$ cat config.mk
export PLATFORM = sky130hd
export DESIGN_NAME = wwdm_window_watchdog_monitor
export DESIGN_NICKNAME = d
export VERILOG_FILES = /design/src/hdl/wwdm_pkg.sv /design/src/hdl/wwdm_trig_if.sv /design/src/hdl/wwdm_pin_sampler.sv /design/src/hdl/wwdm_window_watchdog_monitor.sv
export SDC_FILE = /design/constraint.sdc
export NUM_CORES = 1
export LEC_CHECK = 0
export BUFFER_PORTS_ARGS = -buffer_cell sky130_fd_sc_hd__buf_2
export CORE_AREA = 3 3 112 114
export DETAILED_ROUTE_END_ITERATION = 8
export DIE_AREA = 0 0 115 117
export GPL_TIMING_DRIVEN = 0
export PLACE_DENSITY = 0.9
export RECOVER_POWER = 25
export SLEW_MARGIN = 20
export SYNTH_ARGS = -nofsm -noshare
export SYNTH_HDL_FRONTEND = slang
export SYNTH_SLANG_ARGS = --single-unit
$ cat constraint.sdc
create_clock -name clk -period 5 [get_ports clk]
set_clock_uncertainty 0.05 [all_clocks]
set_input_delay 1 -clock clk [delete_from_list [all_inputs] [get_ports clk]]
set_output_delay 1 -clock clk [all_outputs]
set_load 0.01 [all_outputs]
$ cat src/hdl/wwdm_pkg.sv
// Constants and types for the window watchdog monitor
package wwdm_pkg;
    localparam int CLK_MHZ        = 100;
    localparam int CYC_OPT0_US    = 10;
    localparam int CYC_OPT1_US    = 100;
    localparam int CYC0_CYCLES    = CYC_OPT0_US * CLK_MHZ;
    localparam int CYC1_CYCLES    = CYC_OPT1_US * CLK_MHZ;
    localparam int SAMPLE_US      = 400;
    localparam int SAMPLE_CYCLES  = SAMPLE_US * CLK_MHZ;
    localparam int LOW_MS         = 600;
    localparam int LOW_TICKS      = LOW_MS * 1000 / CYC_OPT1_US;
    localparam int RST_DELAY_US   = 100;
    localparam int RST_DELAY_CYC  = RST_DELAY_US * CLK_MHZ;
    localparam int WIN_W          = 16;
    localparam int ERR_W          = 8;
    localparam int DIV_W          = 20;
    localparam int RST_W          = 24;
    localparam logic [ERR_W-1:0] ERR_INC = 8'h02;
    localparam logic [ERR_W-1:0] ERR_DEC = 8'h01;
    localparam logic [3:0]       TRIG_PATTERN = 4'hC;

    typedef enum logic [4:0] {
        ST_RESET  = 5'h01,
        ST_LONG   = 5'h02,
        ST_CLOSED = 5'h04,
        ST_OPEN   = 5'h08,
        ST_FAULT  = 5'h10
    } wwdm_state_t;
endpackage

$ cat src/hdl/wwdm_trig_if.sv
// Trigger pulse carrier between pin sampler and window sequencer
`timescale 1ns/1ps
interface wwdm_trig_if;
    logic sampleTick;
    logic trigEvent;
    modport src  (output sampleTick, output trigEvent);
    modport sink (input  sampleTick, input  trigEvent);
endinterface

$ cat src/hdl/wwdm_pin_sampler.sv
// Periodic sampler and falling edge filter for the trigger pin
`timescale 1ns/1ps
module wwdm_pin_sampler
    import wwdm_pkg::*;
#(
    parameter int SAMPLE_CNT = SAMPLE_CYCLES
)(
    input  wire logic clk,
    input  wire logic arst_n,
    input  wire logic triggerInputPin,
    wwdm_trig_if.src  trig
);
    logic        sync1_r;
    logic        sync2_r;
    logic [31:0] sampCnt_r;
    logic [3:0]  samples_r;
    logic        tick_r;
    logic        event_r;
    wire         sampleNow = (sampCnt_r == 32'(SAMPLE_CNT - 1));
    wire  [3:0]  samplesNxt = {samples_r[2:0], sync2_r};
    // Two highs then two lows, judged at the second low
    wire         patternHit = (samplesNxt == TRIG_PATTERN);

    always_ff @(posedge clk or negedge arst_n)
    begin
        if (!arst_n)
        begin
            sync1_r   <= 1'b0;
            sync2_r   <= 1'b0;
            sampCnt_r <= 32'h0;
            samples_r <= 4'h0;
            tick_r    <= 1'b0;
            event_r   <= 1'b0;
        end
        else
        begin
            sync1_r   <= triggerInputPin;
            sync2_r   <= sync1_r;
            sampCnt_r <= sampleNow ? 32'h0 : sampCnt_r + 32'h1;
            tick_r    <= sampleNow;
            event_r   <= sampleNow && patternHit;
            if (sampleNow)
                samples_r <= samplesNxt;
        end
    end

    assign trig.sampleTick = tick_r;
    assign trig.trigEvent  = event_r;

    a_trig_pattern: assert property (@(posedge clk) disable iff (!arst_n)
        event_r |-> samples_r == TRIG_PATTERN)
        else $error("trigger without two highs then two lows");
    a_trig_on_sample: assert property (@(posedge clk) disable iff (!arst_n)
        event_r |-> tick_r && $past(sampleNow))
        else $error("trigger outside a sampling point");
    a_rise_ignored: assert property (@(posedge clk) disable iff (!arst_n)
        samples_r[0] |-> !event_r)
        else $error("high sample produced a trigger");
endmodule

$ cat src/hdl/wwdm_window_watchdog_monitor.sv
// Window watchdog sequencer with error counter and reset output control
`timescale 1ns/1ps
module wwdm_window_watchdog_monitor
    import wwdm_pkg::*;
#(
    parameter int CYC0_CNT   = CYC0_CYCLES,
    parameter int CYC1_CNT   = CYC1_CYCLES,
    parameter int SAMPLE_CNT = SAMPLE_CYCLES,
    parameter int RESET_CNT  = RST_DELAY_CYC,
    parameter int LOW_CNT    = LOW_TICKS
)(
    input  wire logic             clk,
    input  wire logic             arst_n,
    input  wire logic             triggerInputPin,
    input  wire logic             spiTriggerWrite,
    input  wire logic             triggerSourcePin,
    input  wire logic             cycleTimeSelect,
    input  wire logic [WIN_W-1:0] openCycles,
    input  wire logic [WIN_W-1:0] closedCycles,
    input  wire logic [ERR_W-1:0] errorThreshold,
    input  wire logic             configWrite,
    input  wire logic             initTimerExpired,
    output logic                  resetOutputPin,
    output logic                  postRegEnable,
    output logic                  hardResetReq,
    output logic                  interruptReq,
    output logic                  windowValid,
    output logic                  windowInvalid,
    output logic                  initServiced,
    output logic [ERR_W-1:0]      errorCount,
    output wwdm_state_t           windowState
);
    wwdm_trig_if trig ();

    wwdm_pin_sampler #(
        .SAMPLE_CNT (SAMPLE_CNT)
    ) u_sampler (
        .clk             (clk),
        .arst_n          (arst_n),
        .triggerInputPin (triggerInputPin),
        .trig            (trig)
    );

    wwdm_state_t      state_r;
    wwdm_state_t      state_nxt;
    logic [DIV_W-1:0] divCnt_r;
    logic [WIN_W-1:0] winCnt_r;
    logic [RST_W-1:0] rstCnt_r;
    logic [ERR_W-1:0] errCnt_r;
    logic             rotHigh_r;
    logic             postEn_r;
    logic             hardReq_r;
    logic             intr_r;
    logic             valid_r;
    logic             invalid_r;
    logic             serviced_r;
    logic             softDone_r;
    logic             restart;
    logic             validEv;
    logic             invalidEv;
    logic             softEv;
    logic             hardEv;

    // SPI selected while triggerSourcePin is low; pin samples ignored unless it is high
    wire trigger = triggerSourcePin ? trig.trigEvent
                                    : spiTriggerWrite;
    wire [DIV_W-1:0] divLast = cycleTimeSelect ?
        DIV_W'(CYC1_CNT - 1) : DIV_W'(CYC0_CNT - 1);
    // At or past the limit: a cycle-time switch cannot overrun the divider
    wire baseTick = (divCnt_r >= divLast);
    wire [WIN_W-1:0] winLimit =
        (state_r == ST_LONG)   ? WIN_W'(LOW_CNT) :
        (state_r == ST_CLOSED) ? closedCycles : openCycles;
    wire [WIN_W-1:0] winCntInc = winCnt_r + WIN_W'(1);
    wire winDone = baseTick && (winCntInc >= winLimit);
    wire inWindow = (state_r == ST_LONG) || (state_r == ST_OPEN) ||
                    (state_r == ST_CLOSED);
    // Init expiry takes precedence, so a coinciding window end is dropped
    wire initHit = initTimerExpired && !serviced_r && inWindow;
    wire rstDone = (rstCnt_r >= RST_W'(RESET_CNT - 1));

    // Saturating error arithmetic
    wire [ERR_W:0] errSum = {1'b0, errCnt_r} + {1'b0, ERR_INC};
    wire [ERR_W-1:0] errAdd = errSum[ERR_W] ? {ERR_W{1'b1}}
                                            : errSum[ERR_W-1:0];
    wire [ERR_W-1:0] errSub = (errCnt_r != '0) ?
        errCnt_r - ERR_DEC : errCnt_r;
    // Overflow reset does not escalate to the fault state
    wire threshHit = invalidEv && (errorThreshold != '0) &&
                     (errAdd >= errorThreshold);
    wire [ERR_W-1:0] errNxt = threshHit ? '0 :
                              invalidEv ? errAdd :
                              validEv   ? errSub : errCnt_r;

    always_comb
    begin
        state_nxt = state_r;
        restart   = 1'b0;
        validEv   = 1'b0;
        invalidEv = 1'b0;
        softEv    = 1'b0;
        hardEv    = 1'b0;
        if (initHit)
        begin
            softEv = !softDone_r;
            hardEv = softDone_r;
        end
        else
        begin
            case (state_r)
                ST_RESET:
                    if (rstDone)
                    begin
                        state_nxt = ST_LONG;
                        restart   = 1'b1;
                    end
                ST_LONG:
                    if (trigger)
                    begin
                        state_nxt = ST_CLOSED;
                        restart   = 1'b1;
                        validEv   = 1'b1;
                    end
                    else if (configWrite)
                    begin
                        state_nxt = ST_OPEN;
                        restart   = 1'b1;
                    end
                    else if (winDone && softDone_r)
                        hardEv = 1'b1;
                    else if (winDone)
                    begin
                        restart   = 1'b1;
                        invalidEv = 1'b1;
                    end
                ST_OPEN:
                    if (trigger)
                    begin
                        state_nxt = ST_CLOSED;
                        restart   = 1'b1;
                        validEv   = 1'b1;
                    end
                    else if (winDone)
                    begin
                        restart   = 1'b1;
                        invalidEv = 1'b1;
                    end
                    else if (configWrite)
                        restart = 1'b1;
                ST_CLOSED:
                    if (trigger)
                    begin
                        state_nxt = ST_OPEN;
                        restart   = 1'b1;
                        invalidEv = 1'b1;
                    end
                    else if (winDone || configWrite)
                    begin
                        state_nxt = ST_OPEN;
                        restart   = 1'b1;
                    end
                ST_FAULT:
                    state_nxt = ST_FAULT;
                default:
                    state_nxt = ST_FAULT;
            endcase
            if (threshHit)
                softEv = 1'b1;
        end
        if (hardEv)
            state_nxt = ST_FAULT;
        else if (softEv)
            state_nxt = ST_RESET;
    end

    always_ff @(posedge clk or negedge arst_n)
    begin
        if (!arst_n)
        begin
            state_r  <= ST_RESET;
            divCnt_r <= '0;
            winCnt_r <= '0;
            rstCnt_r <= '0;
        end
        else
        begin
            state_r  <= state_nxt;
            divCnt_r <= (restart || baseTick) ? '0 : divCnt_r + DIV_W'(1);
            winCnt_r <= restart ? '0 : baseTick ? winCntInc : winCnt_r;
            rstCnt_r <= (state_r == ST_RESET) ? rstCnt_r + RST_W'(1) : '0;
        end
    end

    always_ff @(posedge clk or negedge arst_n)
    begin
        if (!arst_n)
        begin
            errCnt_r   <= '0;
            rotHigh_r  <= 1'b0;
            postEn_r   <= 1'b1;
            hardReq_r  <= 1'b0;
            intr_r     <= 1'b0;
            valid_r    <= 1'b0;
            invalid_r  <= 1'b0;
            serviced_r <= 1'b0;
            softDone_r <= 1'b0;
        end
        else
        begin
            errCnt_r   <= errNxt;
            rotHigh_r  <= (state_nxt != ST_RESET) && (state_nxt != ST_FAULT);
            postEn_r   <= postEn_r && !hardEv;
            hardReq_r  <= hardEv;
            intr_r     <= invalidEv;
            valid_r    <= validEv;
            invalid_r  <= invalidEv;
            serviced_r <= (serviced_r || validEv) && !softEv && !hardEv;
            softDone_r <= (softDone_r || (softEv && initHit)) && !validEv;
        end
    end

    assign resetOutputPin = rotHigh_r;
    assign postRegEnable  = postEn_r;
    assign hardResetReq   = hardReq_r;
    assign interruptReq   = intr_r;
    assign windowValid    = valid_r;
    assign windowInvalid  = invalid_r;
    assign initServiced   = serviced_r;
    assign errorCount     = errCnt_r;
    assign windowState    = state_r;

    a_long_after_rst: assert property (@(posedge clk) disable iff (!arst_n)
        (state_r == ST_RESET) && rstDone && !initHit |=>
        state_r == ST_LONG && winCnt_r == '0 && resetOutputPin)
        else $error("reset release did not open a long window");
    a_valid_closes: assert property (@(posedge clk) disable iff (!arst_n)
        (state_r == ST_OPEN || state_r == ST_LONG) && trigger && !initHit
        |=> state_r == ST_CLOSED && windowValid && !interruptReq)
        else $error("valid trigger did not start a closed window");
    a_closed_trig: assert property (@(posedge clk) disable iff (!arst_n)
        (state_r == ST_CLOSED) && trigger && !initHit |=>
        windowInvalid && interruptReq)
        else $error("closed window trigger not flagged invalid");
    a_open_timeout: assert property (@(posedge clk) disable iff (!arst_n)
        (state_r == ST_OPEN) && winDone && !trigger && !initHit |=>
        interruptReq && winCnt_r == '0)
        else $error("silent open window not flagged");
    a_err_plus_two: assert property (@(posedge clk) disable iff (!arst_n)
        invalidEv && !threshHit && (errCnt_r < 8'hF0) |=>
        errorCount == $past(errCnt_r) + ERR_INC)
        else $error("error counter did not rise by two");
    a_err_floor: assert property (@(posedge clk) disable iff (!arst_n)
        validEv && (errCnt_r == '0) |=> errorCount == '0)
        else $error("error counter went below zero");
    a_soft_reset: assert property (@(posedge clk) disable iff (!arst_n)
        initHit && !softDone_r |=> !resetOutputPin && postRegEnable
        ##1 !resetOutputPin)
        else $error("soft reset did not pull reset output low");
    a_hard_fault: assert property (@(posedge clk) disable iff (!arst_n)
        hardEv |=> state_r == ST_FAULT && !postRegEnable
        && hardResetReq && !resetOutputPin)
        else $error("hard reset did not enter fault");
    a_thresh_reset: assert property (@(posedge clk) disable iff (!arst_n)
        threshHit |=> state_r == ST_RESET && errorCount == '0)
        else $error("threshold reached without reset");

    c_valid_cycle: cover property (@(posedge clk) disable iff (!arst_n)
        state_r == ST_CLOSED ##[1:1000] state_r == ST_OPEN
        ##[1:1000] windowValid);
    c_closed_err: cover property (@(posedge clk) disable iff (!arst_n)
        state_r == ST_CLOSED && trigger);
    c_soft_rst: cover property (@(posedge clk) disable iff (!arst_n)
        softEv);
    c_fault: cover property (@(posedge clk) disable iff (!arst_n)
        state_r == ST_FAULT);
endmodule

* After elaboration in Yosys (flattened, before gate mapping)
Cells that the tools add are included.
Storage, ports and cells: flip-flop bits (word level) 118, word-level logic and storage cells 117, output and inout bits 20, input port bits 48
Operators by class: reductions and logical operators 31, equality and inequality tests 8, $lt $le $gt $ge 4, mux-type cells 51, $add $sub $neg 6
Operators with widths (count):
- $mux 16 | 4
- $mux 5 | 9
- $mux 8 | 5
- $add 32x1->32 const B | 1
- $eq 32x16->1 const B | 1
- $mux 32 | 1
- $mux 1 | 26
- $add 24x1->24 const B | 1
- $ge 24x14->1 const B | 1
- $mux 24 | 1
- $add 20x1->20 const B | 1
- $ge 20x14->1 | 1
- $mux 20 | 1
- $pmux 5 s4 | 1
- $add 16x1->16 const B | 1
- $ge 16x16->1 | 1
- $reduce_bool 8->1 | 2
- $mux 14 | 1
- $logic_and 1x1->1 | 13
- $add 8x2->9 const B | 1
- $ge 8x8->1 | 1
- $sub 8x1->8 const B | 1
- $logic_or 1x1->1 | 6
- $reduce_bool 3->1 | 2
- 13 further kinds | 17

* Longest topological paths before layout
depth after elaboration 19, gate-level depth with buffers 16, mapped depth without buffers 15

* Hierarchy
A second synthesis with hierarchy kept.
Second synthesis, totals: cell total of the unflattened synthesis 766, area total of the unflattened synthesis 7099.3 sq um
By module, submodules not included:
- wwdm_window_watchdog_monitor | times used 1, cells an instance 608, seq. area each 2004.4 sq um, area each 5287.6 sq um
- wwdm_pin_sampler | times used 1, cells an instance 158, seq. area each 975.9 sq um, area each 1811.7 sq um

* Least setup slack after synthesis
OpenSTA, ideal clock, no wires.
kind register -> register, from reg winCnt_r[0], to reg winCnt_r[12], clock period less this slack 3544 ps, required time 4831 ps, path buffers 1, stages on the path, launching flop included 17, data arrival time 3376 ps, setup slack 1456 ps, library setup time 119 ps, path through dfrtp_1 -> ha_1 -> nand2_1 -> or3_4 -> nor2_2 -> nand3_2 -> or2_2 -> xnor2_1 -> ha_1 -> nand4_1 -> a211oi_1 -> a32oi_2 -> a22oi_2 -> o21bai_1 -> a21boi_4 -> buf_6 -> nor2_1
Between the ends: word-level cells in the longest chain between the ends 10, elaborated cells between the ends (all ways) 18, classes of those cells add/sub (1); order compare (1); mux (12); reduce/logical (4)
Ends and longest elaborated chain:
- start: declaration | line wwdm_window_watchdog_monitor.sv:47 | logic [WIN_W-1:0] winCnt_r;
- start signal: assignment | line wwdm_window_watchdog_monitor.sv:189 | winCnt_r <= restart ? '0 : baseTick ? winCntInc : winCnt_r;
- $add 16x1->16 * | line wwdm_window_watchdog_monitor.sv:74 | wire [WIN_W-1:0] winCntInc = winCnt_r + WIN_W'(1);
- $ge 16x16->1 | line wwdm_window_watchdog_monitor.sv:75 | wire winDone = baseTick && (winCntInc >= winLimit);
- $logic_and 1x1->1 | line wwdm_window_watchdog_monitor.sv:75
- $mux 1 or $logic_and 1x1->1 (tied branches) | line wwdm_window_watchdog_monitor.sv:131, wwdm_window_watchdog_monitor.sv:129
- $mux 1 | line wwdm_window_watchdog_monitor.sv:129 | else if (winDone && softDone_r)
- $mux 1 | line wwdm_window_watchdog_monitor.sv:124 | else if (configWrite)
- $mux 1 | line wwdm_window_watchdog_monitor.sv:118 | if (trigger)
- $pmux 1 s4 | line wwdm_window_watchdog_monitor.sv:110 | case (state_r)
- $mux 1 | line wwdm_window_watchdog_monitor.sv:103 | if (initHit)
- $mux 16 or $reduce_bool 2->1 (tied branches)
Mark *: on every way between the ends. The rest lies on a longest branch, timed or not. The select of a mux whose other input is x is not followed. A chain may end at the register's enable or synchronous reset.

* Worst setup path in the final report
from reg state_r[4], in the netlist windowState[4], to reg state_r[3], in the netlist windowState[3]
Between the ends: word-level cells in the longest chain between the ends 17, elaborated cells between the ends (all ways) 35, classes of those cells order compare (1); eq/ne (4); mux (22); reduce/logical (8)
Ends and longest elaborated chain:
- start: declaration | line wwdm_window_watchdog_monitor.sv:44 | wwdm_state_t state_r;
- start signal: assignment | line wwdm_window_watchdog_monitor.sv:187 | state_r <= state_nxt;
- $eq 5x3->1 | line wwdm_window_watchdog_monitor.sv:73, wwdm_window_watchdog_monitor.sv:77, wwdm_window_watchdog_monitor.sv:110
- $mux 16 | line wwdm_window_watchdog_monitor.sv:73 | (state_r == ST_CLOSED) ? closedCycles : openCycles;
- $mux 16 | line wwdm_window_watchdog_monitor.sv:72 | (state_r == ST_LONG) ? WIN_W'(LOW_CNT) :
- $ge 16x16->1 | line wwdm_window_watchdog_monitor.sv:75
- $logic_and 1x1->1 | line wwdm_window_watchdog_monitor.sv:75
- $mux 1 or $logic_and 1x1->1 (tied branches) | line wwdm_window_watchdog_monitor.sv:131, wwdm_window_watchdog_monitor.sv:143, wwdm_window_watchdog_monitor.sv:129
- $mux 1 | line wwdm_window_watchdog_monitor.sv:129
- $mux 1 | line wwdm_window_watchdog_monitor.sv:124
- $mux 1 | line wwdm_window_watchdog_monitor.sv:118
- $pmux 1 s3 | line wwdm_window_watchdog_monitor.sv:110
- $mux 1 | line wwdm_window_watchdog_monitor.sv:103
- $logic_and 1x1->1 (2 in a row) | line wwdm_window_watchdog_monitor.sv:89 | wire threshHit = invalidEv && (errorThreshold != '0) &&
- $mux 1 | line wwdm_window_watchdog_monitor.sv:167 | if (threshHit)
- $mux 1 | line wwdm_window_watchdog_monitor.sv:103
- $mux 5 | line wwdm_window_watchdog_monitor.sv:172 | else if (softEv)
- $mux 5 * | line wwdm_window_watchdog_monitor.sv:170 | if (hardEv)
- net state_nxt[3] | line wwdm_window_watchdog_monitor.sv:45 | wwdm_state_t state_nxt;
Mark *: on every way through the listed nets, which the timed path passes. The rest lies on a longest branch.

==> run metrics <==
Hold Path Class=reg -> reg; Final #Nets=932; worst reg2reg path endpoint=windowState[3]; die area=0.01346 sq mm; most common cell after layout, fill and taps aside=dfrtp_1; Total GRT Usage=24.20%; instance count on the critical path=14; Max-Cap Viols=2; main combinational cell family by area after synthesis=simple AND/OR/NAND/NOR gates; Post-Synth XOR/XNOR Area=12.60%; Synth Area per Inst=9.204 sq um; layout cells sized above 1=16.88%; Reg area=0.002955 sq mm; Worst-Margin Slew=2.026 ns; highest metal used=met4; LEAKAGE=3.837 nW; CTS tree=done; Initial Util=60.34%; DRT iter0 DRCs=544; most frequent cells in the layout=116 x dfrtp_1, 109 x nand2_1, 96 x nor2_1, 68 x buf_2, 55 x xnor2_1; Port Buffers=67; Synth Area in Compound Gates=7.958%; clk buf depth=2; reg2reg path depth=14; metal3 WL=738 microns; count of cell types in the netlist=69; hold buffers post-CTS=0; Layout fillers=770; DP Wirelength=10660 microns; Total Routed Length=15510 microns; Via-to-Cell Ratio=5.748; Overflow after GRT=0; setup slack after layout=0.8511 ns; Synth Area in Adders=6.842%; Critical R2R Launch=windowState[4]; IO Pins=68; Tcrit/Tclk final=82.98%; number of global-route vias before repair=5748; CTS Buf Count=17; Critical Path RT=5.24 ns; crit path launch=windowState[4]; worst stage delay on the critical path=0.44 ns; worst hold path depth=0; Crit path max-delay family=compound AO/OA/AOI/OAI gates; root buf cell=clkbuf_16; Simple-Gate Fraction of Synth Area=26.49%; dpl ws=0.9145 ns; crit path max-delay cell type=buf_1; Worst Setup EP=windowState[3]; crit path launch type=register; r2r setup slk=0.85 ns; Sink Count=118; final setup fails=0; antenna-violating nets left=0; Post CTS Setup Buffer Count=0; RSZ-0062 raised after global routing=no; total power=2.638 mW; Routed WL per cell=15.48 microns; initial antenna violation count=0; Syn Std Cell Area=0.006949 sq mm; post-synthesis sequential area ratio=42.53%; M1 WL=6445 microns; top post-synthesis cells by area=dfrtp_1 42%, xnor2_1 6.9%, ha_1 6.8%; num rows=39; final instance area=0.008094 sq mm; die height=117 microns; DIE WIDTH=115 microns; Skew-Pair Late Insertion Delay=0.41 ns; crit path max fanout=10; CP arrival=4.39 ns; Final Hold Viols=0; H-tree depth=4; post-layout min period=4.149 ns; met2 wire len=7810 microns; top cell type's share of synthesized area=41.77%; Post-DP Area=0.007512 sq mm; Synth Flop Type=dfrtp_1; Pre-Repair DR Iteration Count=6; post-synthesis mux area share=0.7742%; area added between synthesis and finish=16.47%; global-route wire length before repair=26030 microns; Yosys top cell by area=dfrtp_1; setup TNS=0 ns; area taken by multi-input logic gates=0.003817 sq mm; Seq cells post-synth=118; vias=5759; fin. max-slew vios=121; post-synthesis async set-or-reset flop share=100.0%; outcome=finished, violations left; Placeable Area=0.01152 sq mm; nature of the critical path endpoint=register; GP Congestion=0.8638; Max Clock Freq=241.0 MHz; Yosys Warn Count=0; post_cts resized=0; Post-Syn Instances=755; number of flops mapped to enable cells by yosys=0; critical-path cell list=nor2_1 > and3_1 > clkbuf_1 > buf_1 > mux2i_1 > a21oi_1 > ha_1 > nand2b_1 > a2111o_1 > a32oi_2 > a22oi_2 > a22oi_4 > o22ai_2 > nor4_1; largest net degree at the start of global routing=87; sum of buffers and inverters on the critical path=2; PwrDens=325.9 mW/mm^2; Critical Setup Path Class=reg -> reg; diodes inserted=0; register clock-pin slew on the reported worst setup and hold paths=0.05 ns; max_slew headroom=-35.07%; worst vdd ir=282.6 uV; DRC viols=0; failing checks=capacitance limit, slew limit
worst min path at each step:
stage,from,to,slack (ns)
5_1_grt,u_sampler.sync1_r,u_sampler.sync2_r,0.31
2_1_floorplan,u_sampler.sync1_r,u_sampler.sync2_r,0.28
3_3_place_gp,u_sampler.sync1_r,u_sampler.sync2_r,0.30
4_1_cts,u_sampler.sync1_r,u_sampler.sync2_r,0.31
6_report,u_sampler.sync1_r,u_sampler.sync2_r,0.31
3_5_place_dp,u_sampler.sync1_r,u_sampler.sync2_r,0.30
registers in the layout, summed over array words and instances, names as in the netlist:
name / flops
initServiced: 1
hardResetReq: 1
u_sampler.sync1_r: 1
winCnt_r: 16
u_sampler.samples_r: 3
u_sampler.sampCnt_r: 32
rstCnt_r: 24
windowValid: 1
resetOutputPin: 1
windowInvalid: 1
u_sampler.sync2_r: 1
softDone_r: 1
errorCount: 8
windowState: 5
postRegEnable: 1
u_sampler.trig.trigEvent: 1
divCnt_r: 20
where the power goes:
part | internal, mW | switching, mW | leakage (nW)
Clock | 0.833 | 0.417 | 0.296
Sequential | 0.994 | 0.0478 | 1.58
Combinational | 0.145 | 0.201 | 1.96
Yosys cell counts, types with 4 or more instances:
master and count:
dfrtp_1 116, nand2_1 109, nor2_1 96, xnor2_1 55, nand3_1 46, xor2_1 45
ha_1 38, inv_1 25, o21ai_0 24, and3_1 23, a21oi_1 21, nor3_1 13
nand4_1 12, nor2_2 12, clkbuf_1 11, nor4_1 11, nor2b_1 7, and4_1 6
nand2b_1 6, or3_1 4
cells by family (layout without fill, tap and decap cells):
family | after synthesis | count (layout)
xor gates and xnor gates | 100 | 100
other | 1 | 5
AOI/OAI and AO/OA | 77 | 77
adders and majority gates | 38 | 38
DFF | 118 | 118
muxes | 5 | 5
and+or+nand+nor | 372 | 372
buffers and inverters | 44 | 144
cell type report:
cell class	instances	area share [%]
Tap cell	143	2.211
Buffer	19	1.206
Multi-Input combinational cell	597	47.16
Clock buffer	24	6.075
Timing Repair Buffer	68	4.189
Inverter	25	1.159
Clock inverter	8	1.484
Sequential cell	118	36.51
through the flow:
| step | std cells | utilization, % | hold WS [ns] |
|---|---|---|---|
| after floorplan | 759 | - | 0.2812 |
| after global placement | 969 | 64.94 | 0.2994 |
| after detailed placement | 970 | 65.23 | 0.2980 |
| after CTS | 1002 | 70.55 | 0.3098 |
| after global routing | 1002 | 70.28 | 0.3132 |
| final | 1002 | 70.28 | 0.3079 |
routing by layer:
layer  GRT usage, %  vias up
met5              0        -
met2          41.51      171
met3          5.450       43
met1          28.75     2791
met4          12.05        0
li1               -     2754
No activity file was read; power rests on OpenSTA's default activity.
